<file path="src/arc_pkg.sv">
// package with register map, field layout and state types for the converter
// Overview of operation
// writing control register 1 aborts and restarts, unless channel is all ones
// done flag sets at conversion end, or only on compare hit when enabled
// done flag clears on control register 1 write or low result read
// interrupt asserts while done flag set and interrupt enable high
// continuous bit off gives one conversion per trigger, on repeats
// channel field 4:0 selects inputs 0..27, high and low references
// channel all ones turns converter off; no extra conversion follows
// single mode returns core to low power after each conversion
// active bit sets at conversion start, clears on completion or abort
// trigger select picks register write or hardware trigger input
// software writes zeros to control register 2 bits 1 and 0
// compare enable bit turns automatic compare on or off
// compare direction: 0 less than, 1 greater or equal
// results update each conversion unless compare enabled and missed
// high result holds bits 9:8 in 10-bit mode, zero in 8-bit mode
// 10-bit high byte read locks result transfers until low byte read
// mode field change invalidates both result registers
// compare high bits 9:8 used only in 10-bit mode, low always
// configuration bit 7 selects low power converter configuration
// divider field 6:5 divides input clock by 1, 2, 4 or 8
// configuration bit 4 selects long sample period
// mode field 3:2 selects resolution, 00 is 8-bit
// mode 10 is 10-bit; 01 and 11 are reserved
// clock select 1:0: bus, bus halved, alternate, asynchronous
// hardware trigger is not connected; software trigger path suffices
// reset clears fields, channel all ones, results cleared
package arc_pkg;
  localparam logic [2:0] ARC_OFS_SC1 = 3'h0;
  localparam logic [2:0] ARC_OFS_SC2 = 3'h1;
  localparam logic [2:0] ARC_OFS_RH = 3'h2;
  localparam logic [2:0] ARC_OFS_RL = 3'h3;
  localparam logic [2:0] ARC_OFS_CVH = 3'h4;
  localparam logic [2:0] ARC_OFS_CVL = 3'h5;
  localparam logic [2:0] ARC_OFS_CFG = 3'h6;
  localparam int ARC_DONE_BIT = 7;
  localparam int ARC_DONE_INTERRUPT_ENABLE_BIT = 6;
  localparam int ARC_CONT_BIT = 5;
  localparam int ARC_ACT_BIT = 7;
  localparam int ARC_TRG_BIT = 6;
  localparam int ARC_CFE_BIT = 5;
  localparam int ARC_CGE_BIT = 4;
  localparam logic [4:0] ARC_CH_OFF = 5'h1f;
  localparam logic [4:0] ARC_CH_HIGH_REFERENCE = 5'h1d;
  localparam logic [4:0] ARC_CH_LOW_REFERENCE = 5'h1e;
  localparam logic [4:0] ARC_CH_RSVD = 5'h1c;
  localparam logic [1:0] ARC_MODE_8 = 2'h0;
  localparam logic [1:0] ARC_MODE_10 = 2'h2;
  localparam logic [7:0] ARC_CFG_RST = 8'h00;
  localparam logic [9:0] ARC_RES_RST = 10'h000;
  // divider counter reset value
  localparam logic [2:0] ARC_DIV_RST = 3'h0;

  typedef struct packed {
    logic done_interrupt_enable;
    logic cont;
    logic [4:0] chan;
  } arc_sc1_t;

  typedef struct packed {
    logic trg;
    logic cfe;
    logic cge;
  } arc_sc2_t;

  typedef enum logic [1:0] {ARC_IDLE, ARC_BUSY} arc_state_t;

  // request to / answer from the approximation core
  typedef struct packed {
    logic start;
    logic abort;
    logic [4:0] chan;
    logic ten_bit;
    logic long_smp;
    logic low_power;
    logic powered;
  } arc_core_req_t;

  typedef struct packed {
    logic done;
    logic [9:0] value;
  } arc_core_ans_t;
endpackage : arc_pkg

</file>
<file path="src/arc_clkdiv.sv">
// conversion clock divider: source select and divide by 1, 2, 4 or 8
`timescale 1ns/10ps
module arc_clkdiv
  import arc_pkg::*;
(
  input wire logic clk_i,
  input wire logic reset_n_i,
  input wire logic [1:0] src_sel_i,
  input wire logic [1:0] div_sel_i,
  input wire logic alt_tick_i,
  input wire logic async_tick_i,
  output logic tick_o
);
  typedef struct packed {
    logic half;
    logic [2:0] cnt;
    logic tick;
  } arc_div_st_t;

  arc_div_st_t st_r;
  arc_div_st_t st_nxt;
  logic src_tick;
  logic [2:0] lim;

  // pick the input clock source
  always_comb begin
    st_nxt = st_r;
    unique case (src_sel_i)
      2'h0: src_tick = 1'b1;
      2'h1: src_tick = st_r.half;
      2'h2: src_tick = alt_tick_i;
      2'h3: src_tick = async_tick_i;
    endcase
    lim = 3'((4'h1 << div_sel_i) - 4'h1);
    st_nxt.half = ~st_r.half;
    st_nxt.tick = 1'b0;
    if (src_tick) begin
      if (st_r.cnt >= lim) begin
        st_nxt.cnt = ARC_DIV_RST;
        st_nxt.tick = 1'b1;
      end else begin
        st_nxt.cnt = st_r.cnt + 3'h1;
      end
    end
  end

  always_ff @(posedge clk_i or negedge reset_n_i) begin
    if (!reset_n_i) begin
      st_r <= '0;
    end else begin
      st_r <= st_nxt;
    end
  end

  assign tick_o = st_r.tick;
endmodule : arc_clkdiv

</file>
<file path="src/arc_compare.sv">
// automatic compare of a result against the compare value
`timescale 1ns/10ps
module arc_compare
  import arc_pkg::*;
(
  input wire logic [9:0] result_i,
  input wire logic [9:0] level_i,
  input wire logic ten_bit_i,
  input wire logic enable_i,
  input wire logic ge_i,
  output logic accept_o
);
  logic [9:0] a;
  logic [9:0] b;
  logic hit;

  // high compare bits only count in 10-bit mode
  always_comb begin
    a = ten_bit_i ? result_i : {2'h0, result_i[7:0]};
    b = ten_bit_i ? level_i : {2'h0, level_i[7:0]};
    hit = ge_i ? (a >= b) : (a < b);
    accept_o = !enable_i || hit;
  end
endmodule : arc_compare

</file>
<file path="src/arc_adc_ctrl.sv">
// register control for the successive approximation converter
//
// Chosen here: the address-and-strobe port and the register addresses.
`timescale 1ns/10ps
module arc_adc_ctrl
  import arc_pkg::*;
(
  input wire logic clk_i,
  input wire logic reset_n_i,
  input wire logic [2:0] addr_i,
  input wire logic [7:0] wdata_i,
  input wire logic wr_i,
  input wire logic rd_i,
  output logic [7:0] rdata_o,
  input wire logic hardware_trigger_in_i,
  input wire logic alternate_clock_i,
  input wire logic async_conversion_clock_i,
  input wire logic core_done_i,
  input wire logic [9:0] core_value_i,
  output logic core_start_o,
  output logic core_abort_o,
  output logic [4:0] core_chan_o,
  output logic core_ten_bit_o,
  output logic core_long_smp_o,
  output logic core_low_power_o,
  output logic core_powered_o,
  output logic conversion_clock_o,
  output logic irq_o
);
  typedef struct packed {
    arc_sc1_t sc1;
    arc_sc2_t sc2;
    logic [7:0] cfg;
    logic [1:0] cvh;
    logic [7:0] cvl;
    logic [9:0] res;
    logic done;
    logic locked;
    arc_state_t state;
    logic powered;
    logic trg_d;
    logic [7:0] rdata;
    arc_core_req_t req;
    logic irq;
    logic cclk;
  } arc_st_t;

  arc_st_t st_r;
  arc_st_t st_nxt;
  logic tick;
  logic accept;
  logic [1:0] mode;
  logic ten_bit;
  logic wr_sc1;
  logic wr_cfg;
  logic rd_rl;
  logic rd_rh;
  logic trig_edge;
  logic start;
  logic [9:0] shaped;
  arc_core_ans_t ans;

  assign ans.done = core_done_i;
  assign ans.value = core_value_i;
  assign mode = st_r.cfg[3:2];
  assign ten_bit = (mode == ARC_MODE_10);

  // conversion clock derivation
  arc_clkdiv u_div (
    .clk_i(clk_i),
    .reset_n_i(reset_n_i),
    .src_sel_i(st_r.cfg[1:0]),
    .div_sel_i(st_r.cfg[6:5]),
    .alt_tick_i(alternate_clock_i),
    .async_tick_i(async_conversion_clock_i),
    .tick_o(tick)
  );

  // 8-bit results drop the top bits
  assign shaped = ten_bit ? ans.value : {2'h0, ans.value[7:0]};

  arc_compare u_cmp (
    .result_i(shaped),
    .level_i({st_r.cvh, st_r.cvl}),
    .ten_bit_i(ten_bit),
    .enable_i(st_r.sc2.cfe),
    .ge_i(st_r.sc2.cge),
    .accept_o(accept)
  );

  // bus decode
  always_comb begin
    wr_sc1 = wr_i && (addr_i == ARC_OFS_SC1);
    wr_cfg = wr_i && (addr_i == ARC_OFS_CFG);
    rd_rl = rd_i && (addr_i == ARC_OFS_RL);
    rd_rh = rd_i && (addr_i == ARC_OFS_RH);
  end

  // next state of the whole block
  always_comb begin
    st_nxt = st_r;
    st_nxt.req.start = 1'b0;
    st_nxt.req.abort = 1'b0;
    st_nxt.trg_d = hardware_trigger_in_i;
    trig_edge = hardware_trigger_in_i && !st_r.trg_d;
    start = 1'b0;
    // register writes
    if (wr_i) begin
      unique case (addr_i)
        ARC_OFS_SC1: begin
          st_nxt.sc1.done_interrupt_enable = wdata_i[ARC_DONE_INTERRUPT_ENABLE_BIT];
          st_nxt.sc1.cont = wdata_i[ARC_CONT_BIT];
          st_nxt.sc1.chan = wdata_i[4:0];
        end
        ARC_OFS_SC2: begin
          // bits 1:0 written as zero by software, ignored here
          st_nxt.sc2.trg = wdata_i[ARC_TRG_BIT];
          st_nxt.sc2.cfe = wdata_i[ARC_CFE_BIT];
          st_nxt.sc2.cge = wdata_i[ARC_CGE_BIT];
        end
        ARC_OFS_CVH: st_nxt.cvh = wdata_i[1:0];
        ARC_OFS_CVL: st_nxt.cvl = wdata_i;
        ARC_OFS_CFG: st_nxt.cfg = wdata_i;
        default: ;
      endcase
    end
    // mode change invalidates the results
    if (wr_cfg && (wdata_i[3:2] != mode)) begin
      st_nxt.res = ARC_RES_RST;
      st_nxt.locked = 1'b0;
    end
    // high byte read locks transfer in 10-bit mode
    if (rd_rh && ten_bit) begin
      st_nxt.locked = 1'b1;
    end
    if (rd_rl) begin
      st_nxt.locked = 1'b0;
    end
    // conversion end
    if (st_r.state == ARC_BUSY && ans.done) begin
      st_nxt.state = ARC_IDLE;
      if (accept) begin
        st_nxt.done = 1'b1;
        if (!st_r.locked || !ten_bit) begin
          st_nxt.res = shaped;
        end
      end
      if (st_r.sc1.cont && st_r.sc1.chan != ARC_CH_OFF) begin
        start = 1'b1;
      end else if (!st_r.sc1.cont) begin
        st_nxt.powered = 1'b0;
      end
    end
    // done flag clears; a same-cycle set wins only while the flag is clear
    if ((wr_sc1 || rd_rl) && !(st_nxt.done && !st_r.done)) begin
      st_nxt.done = 1'b0;
    end
    if (wr_sc1 && st_r.state == ARC_BUSY) begin
      // a new write ends any conversion in progress
      st_nxt.req.abort = 1'b1;
      st_nxt.state = ARC_IDLE;
      start = 1'b0;
    end
    if (wr_sc1 && wdata_i[4:0] != ARC_CH_OFF && !st_r.sc2.trg) begin
      start = 1'b1;
    end
    // hardware trigger path; unconnected on this part
    if (st_r.sc2.trg && trig_edge && st_r.sc1.chan != ARC_CH_OFF
        && st_r.state == ARC_IDLE && !wr_sc1) begin
      start = 1'b1;
    end
    if (st_nxt.sc1.chan == ARC_CH_OFF) begin
      // disabled: no further conversion, core off
      start = 1'b0;
      st_nxt.powered = 1'b0;
      if (st_r.state == ARC_BUSY && !wr_sc1) begin
        st_nxt.req.abort = 1'b1;
      end
      st_nxt.state = ARC_IDLE;
    end
    if (start) begin
      st_nxt.state = ARC_BUSY;
      st_nxt.powered = 1'b1;
      st_nxt.req.start = 1'b1;
    end
    st_nxt.irq = st_nxt.done && st_nxt.sc1.done_interrupt_enable;
    st_nxt.cclk = tick && st_nxt.powered;
    st_nxt.req.chan = st_nxt.sc1.chan;
    st_nxt.req.ten_bit = (st_nxt.cfg[3:2] == ARC_MODE_10);
    st_nxt.req.long_smp = st_nxt.cfg[4];
    st_nxt.req.low_power = st_nxt.cfg[7];
    st_nxt.req.powered = st_nxt.powered;
    // read data, one cycle after the strobe
    st_nxt.rdata = 8'h00;
    if (rd_i) begin
      unique case (addr_i)
        ARC_OFS_SC1:
          st_nxt.rdata = {st_r.done, st_r.sc1.done_interrupt_enable, st_r.sc1.cont,
                          st_r.sc1.chan};
        ARC_OFS_SC2:
          st_nxt.rdata = {st_r.state == ARC_BUSY, st_r.sc2.trg,
                          st_r.sc2.cfe, st_r.sc2.cge, 4'h0};
        ARC_OFS_RH: st_nxt.rdata = {6'h00, st_r.res[9:8]};
        ARC_OFS_RL: st_nxt.rdata = st_r.res[7:0];
        ARC_OFS_CVH: st_nxt.rdata = {6'h00, st_r.cvh};
        ARC_OFS_CVL: st_nxt.rdata = st_r.cvl;
        ARC_OFS_CFG: st_nxt.rdata = st_r.cfg;
        default: st_nxt.rdata = 8'h00;
      endcase
    end
  end

  // state register, R26 reset values
  always_ff @(posedge clk_i or negedge reset_n_i) begin
    if (!reset_n_i) begin
      st_r <= '0;
      st_r.sc1.chan <= ARC_CH_OFF;
      st_r.cfg <= ARC_CFG_RST;
      st_r.res <= ARC_RES_RST;
      st_r.req.chan <= ARC_CH_OFF;
      st_r.state <= ARC_IDLE;
    end else begin
      st_r <= st_nxt;
    end
  end

  assign rdata_o = st_r.rdata;
  assign irq_o = st_r.irq;
  assign conversion_clock_o = st_r.cclk;
  assign core_start_o = st_r.req.start;
  assign core_abort_o = st_r.req.abort;
  assign core_chan_o = st_r.req.chan;
  assign core_ten_bit_o = st_r.req.ten_bit;
  assign core_long_smp_o = st_r.req.long_smp;
  assign core_low_power_o = st_r.req.low_power;
  assign core_powered_o = st_r.req.powered;
endmodule : arc_adc_ctrl

</file>
<file path="config.mk">
export PLATFORM = sky130hd
export DESIGN_NAME = arc_adc_ctrl
export DESIGN_NICKNAME = d
export VERILOG_FILES = /design/src/arc_pkg.sv /design/src/arc_clkdiv.sv /design/src/arc_compare.sv /design/src/arc_adc_ctrl.sv
export SDC_FILE = /design/constraint.sdc
export NUM_CORES = 1
export LEC_CHECK = 0
export BUFFER_PORTS_ARGS = -buffer_cell sky130_fd_sc_hd__buf_2
export CAP_MARGIN = 20
export CELL_PAD_IN_SITES_DETAIL_PLACEMENT = 1
export CELL_PAD_IN_SITES_GLOBAL_PLACEMENT = 1
export CORE_ASPECT_RATIO = 2
export CORE_UTILIZATION = 45
export CTS_CLUSTER_DIAMETER = 80
export CTS_CLUSTER_SIZE = 40
export DETAILED_ROUTE_END_ITERATION = 10
export PLACE_DENSITY_LB_ADDON = 0.05
export SLEW_MARGIN = 10
export SYNTH_ARGS = -nofsm -noshare
export SYNTH_HDL_FRONTEND = slang
export SYNTH_SLANG_ARGS = --single-unit
</file>
<file path="constraint.sdc">
create_clock -name clk_i -period 3.1 [get_ports clk_i]
set_input_delay 0.31 -clock clk_i [delete_from_list [all_inputs] [get_ports clk_i]]
set_output_delay 0.31 -clock clk_i [all_outputs]
set_load 0.005 [all_outputs]
</file>
### After elaboration in Yosys (flattened, before gate mapping)

Index checks and enable logic that the tools add are counted.

| storage, ports and cells | value |
|---|---|
| register bits | 64 |
| input bits | 29 |
| output and inout bits | 21 |
| word-level logic and storage cells | 132 |

| operators by class | value |
|---|---|
| add/subtract/negate cells | 2 |
| magnitude comparators | 3 |
| equality and inequality tests | 16 |
| shifts and indexed selects | 1 |
| multiplexer cells | 40 |
| bitwise operators | 1 |
| reduce and logical (&&, ||, !) cells | 42 |

Operator list:

| operator | number |
|---|---|
| $pmux 8 s7 | 1 |
| $mux 10 | 5 |
| $mux 28 | 1 |
| $mux 8 | 3 |
| $mux 11 | 2 |
| $logic_and 1x1->1 | 21 |
| $mux 1 | 19 |
| $mux 3 | 5 |
| $ge 10x10->1 | 1 |
| $lt 10x10->1 | 1 |
| $ne 5x5->1 const B | 2 |
| $reduce_and 2->1 | 5 |
| $eq 3x3->1 const B | 3 |
| $eq 2x2->1 const B | 4 |
| $logic_not 1->1 | 8 |
| $mux 7 | 1 |
| $eq 3x2->1 const B | 2 |
| $eq 5x5->1 const B | 1 |
| $eq 2x1->1 const B | 2 |
| $logic_not 2->1 | 2 |
| $mux 2 | 2 |
| $pmux 1 s4 | 1 |
| $reduce_bool 4->1 | 1 |
| $add 3x1->3 const B | 1 |
| 9 further kinds | 11 |

### Depth between registers and ports, before layout

| logic depth | value |
|---|---|
| depth in word-level cells | 13 |
| mapped depth | 10 |
| depth with buffers taken out | 10 |

### Hierarchy

Synthesis repeated with hierarchy kept, for this count alone.

| second synthesis, totals | value |
|---|---|
| cell total of the unflattened synthesis | 304 |
| area, all modules | 3429.5 um2 |

By module, submodules not included:

| module | instances | cells an instance | area each (um2) |
|---|---|---|---|
| arc_adc_ctrl | 1 | 230 | 2788.9 |
| arc_clkdiv | 1 | 34 | 344.1 |
| arc_compare | 1 | 40 | 296.5 |

### Least setup slack after synthesis

Ideal clock, no wire load.

| path | value |
|---|---|
| path kind | reg-to-reg |
| start point | register st_r (netlist bit mode[0]) |
| end point | register st_r[36] in the netlist's numbering |
| setup time | 0.122 ns |
| data arrival time | 2.393 ns |
| setup slack | 0.585 ns |
| cell stages (with the launch flop) | 10 |
| buffers on the path | 0 |
| clock period less this slack | 2.515 ns |
| cells stage by stage | dfrtp_1 nor2b_1 and2_1 ha_1 nand4_1 a211oi_1 a2111oi_2 mux2i_2 nand2_4 a32o_1 |

RTL lines:

| element | line | RTL |
|---|---|---|
| start: declaration | arc_adc_ctrl.sv:48 | `arc_st_t st_r;` |
| start signal: assignment | arc_adc_ctrl.sv:223 | `st_r <= st_nxt;` |

==> impl_results.md <==
- CTS H-Tree Depth: 3
- CTS resizes: 0
- CP Data Arrival Time: 3.08 ns
- YS warnings: 0
- FMAX: 349 MHz
- GP Congestion: 0.758
- DR DRC count: 0
- Worst-path fanout max: 10
- Final ANT Viol Nets: 0
- GRT Overall Usage: 23.5%
- Post-detail-place hpwl: 6180 µm
- Post-synth EDFFs: 0
- R2r setup slk: 0.23 ns
- Hold Vio Cnt, Final: 1
- Crit path cell chain: nor2b_1 -> and2_1 -> ha_1 -> nand4_1 -> a211oi_1 -> a2111oi_2 -> mux2i_2 -> nand2_4 -> a32o_1
- Final #Nets: 378
- Chip width: 62.2 µm
- Worst Clk Skew: 0.00282 ns
- Placed cells: 414
- Num rows: 43
- Num CTS Buffers: 9
- Setup TNS: 0 ns
- Congestion Overflow GR: 0
- Post-route non-filler standard cell count: 430
- Syn avg cell area: 11.1 µm²
- First-pass GRT wire length: 13200 µm
- Critical Path Start: mode[1]$_DFF_PN0_
- Max cap viols: 0
- Worst Path Buf+Inv: 0
- Ys async rst share: 100%
- Critical path startpoint category: flop
- 1st-iter DRT viols: 118
- Clk sinks: 61
- Unique cell type count in the Yosys netlist: 48
- RSZ-0062 raised after global routing: false
- Flops & latches, synth: 61
- Share of cells above drive strength 1: 32.9%
- Leakage Power: 1.87 nW
- Post-DP Area: 3490 µm²
- Pin count of the biggest net entering global routing: 50
- CTS tree: done
- Drt first pass iters: 4
- # setup viols final: 0
- Initial antenna violation count: 0
- Via count: 2356
- Power per Cell Area: 756 nW/µm²
- Cell area after synthesis: 3260 µm²
- Vias in the first global route: 2564
- Post-route cell area: 3770 µm²
- Final WL: 8120 µm
- Dominant synthesized flop cell: dfrtp_1
- Clk Latency, worst-skew pair: 0.33 ns
- Worst reg2reg endpoint: st_r[36]$_DFF_PN0_
- Status: complete, but fails checks
- PortBufs: 49
- Fin crit share: 92.4%
- Clock Pin Slew Worst Setup and Hold Paths: 0.05 ns
- Max IR drop VDD: 0.000374 V
- Number of antenna diodes: 0
- Initial core utilization: 46.7%
- Post-CTS Hold Buffers: 0
- Post-layout min period: 2.87 ns
- Slew Limit Fails: 0
- Per-cell routed wire length: 18.9 µm
- Critical path's slowest cell: nor2b_1
- Die height: 122 µm
- IO Count: 50
- Core footprint: 6990 µm²
- Critical path's top delay family: simple AND/OR/NAND/NOR gates
- Worst slew margin: 55.8%
- Setup repair bufs after CTS: 0
- Root buffer cell: clkbuf_16
- Register area share after synthesis: 47.0%
- Post-layout util: 54.0%
- Synth Instances: 295
- CP Class: flop to flop
- Fin Hold WS: -0.00111 ns
- Required time of the critical path: 3.31 ns
- Tightest Pin Transition: 0.657 ns
- Die footprint: 7620 µm²
- R2r startpoint: mode[1]$_DFF_PN0_
- Crit end category: flop
- Failing checks: negative hold slack
- Via-per-instance ratio: 5.48
- Critical Path Stages: 9
- Bufs on Longest Clock Path: 2
- Worst hold path type: input port to asynchronous set/reset pin
- Post-Syn Nets: 338
- R2R depth: 9
- Layout area overhead: 15.6%
- Critical Path Max Stage Delay: 0.42 ns
flip-flops by register name (all words and copies together), names as in the netlist:
| signal | flops |
|---|---|
| core_ten_bit_o | 1 |
| conversion_clock_o | 1 |
| mode | 2 |
| core_chan_o | 5 |
| u_div.st_r | 4 |
| core_powered_o | 1 |
| st_r | 35 |
| rdata_o | 8 |
| u_div.tick_o | 1 |
| core_abort_o | 1 |
| irq_o | 1 |
| core_start_o | 1 |
logic make-up after synthesis:
family | share of synthesized area (%)
AO/OA/AOI/OAI | 11.7
XOR/XNOR | 0.537
adder cells (fa/ha/maj) | 5.37
buffers and inverters | 7.32
flip-flops | 47.0
multiplexers | 16.4
AND/OR/NAND/NOR | 11.7
per-stage QoR:
stage | setup slack [ns] | power [mW]
floorplan | 0.585 | 1.70
global placement | 0.287 | 1.92
detailed placement | 0.220 | 1.95
CTS | 0.209 | 2.90
global route | 0.0259 | 3.03
finish | 0.235 | 2.85
layout make-up:
type	count	area, µm²
Clock inverter	4	22.5
Timing Repair Buffer	52	270
Tap cell	90	113
Inverter	23	86.3
Clock buffer	12	256
Multi-Input combinational cell	188	1490
Fill cell	788	3220
Sequential cell	61	1530
Yosys cell counts, drive strengths merged, types with 6 or more instances:
cell type	instances	area (µm²)
a211oi	13	97.6
a21oi	8	43.8
a22oi	6	45.0
buf	17	130
clkbuf	6	22.5
dfrtp	56	1400
ha	14	175
inv	23	86.3
mux2	33	383
mux2i	15	154
nand2	27	109
nor2	14	52.6
nor2b	8	50.1
o21ai	6	30.0
how the worst max path moves through the flow:
stage,to,slack (ns)
2_1_floorplan,st_r[36]$_DFF_PN0_,0.59
3_3_place_gp,st_r[36]$_DFF_PN0_,0.29
3_5_place_dp,st_r[36]$_DFF_PN0_,0.22
4_1_cts,st_r[36]$_DFF_PN0_,0.21
5_1_grt,st_r[36]$_DFF_PN0_,0.03
6_report,st_r[36]$_DFF_PN0_,0.23
layer usage:
metal	GRT usage, %	vias to the layer above	wire length (µm)
li1	-	1114	-
met1	25.3	1175	3160
met2	42.7	48	4540
met3	4.28	19	188
met4	13.4	0	235
met5	0	-	0
worst register-to-register path, delay by kind of cell (launching register included):
kind | cells | cell delay, ns
simple gates | 4 | 0.98
compound gates | 3 | 0.76
flops | 1 | 0.38
mux | 1 | 0.38
fa+ha+maj | 1 | 0.25
cell usage in the layout, fill, tap and decap left out, drive strengths merged, types with 4 or more instances in the layout:
cell type and count:
a21oi 8, dfrtp 56, a211oi 13, clkbuf 12, a22oi 6, buf 52
nand2 27, mux2 33, nor2 14, dfstp 5, inv 23, ha 14
a31oi 4, mux2i 15, nor2b 8, o21ai 6
where the power goes:
part | leakage, nW | total [mW] | switching (mW) | internal [mW]
sequential | 0.750 | 1.19 | 0.164 | 1.02
clock | 0.138 | 0.923 | 0.343 | 0.579
combinational | 0.986 | 0.745 | 0.379 | 0.366
total | 1.87 | 2.85 | 0.886 | 1.97
No activity file was read; power rests on OpenSTA's default activity.
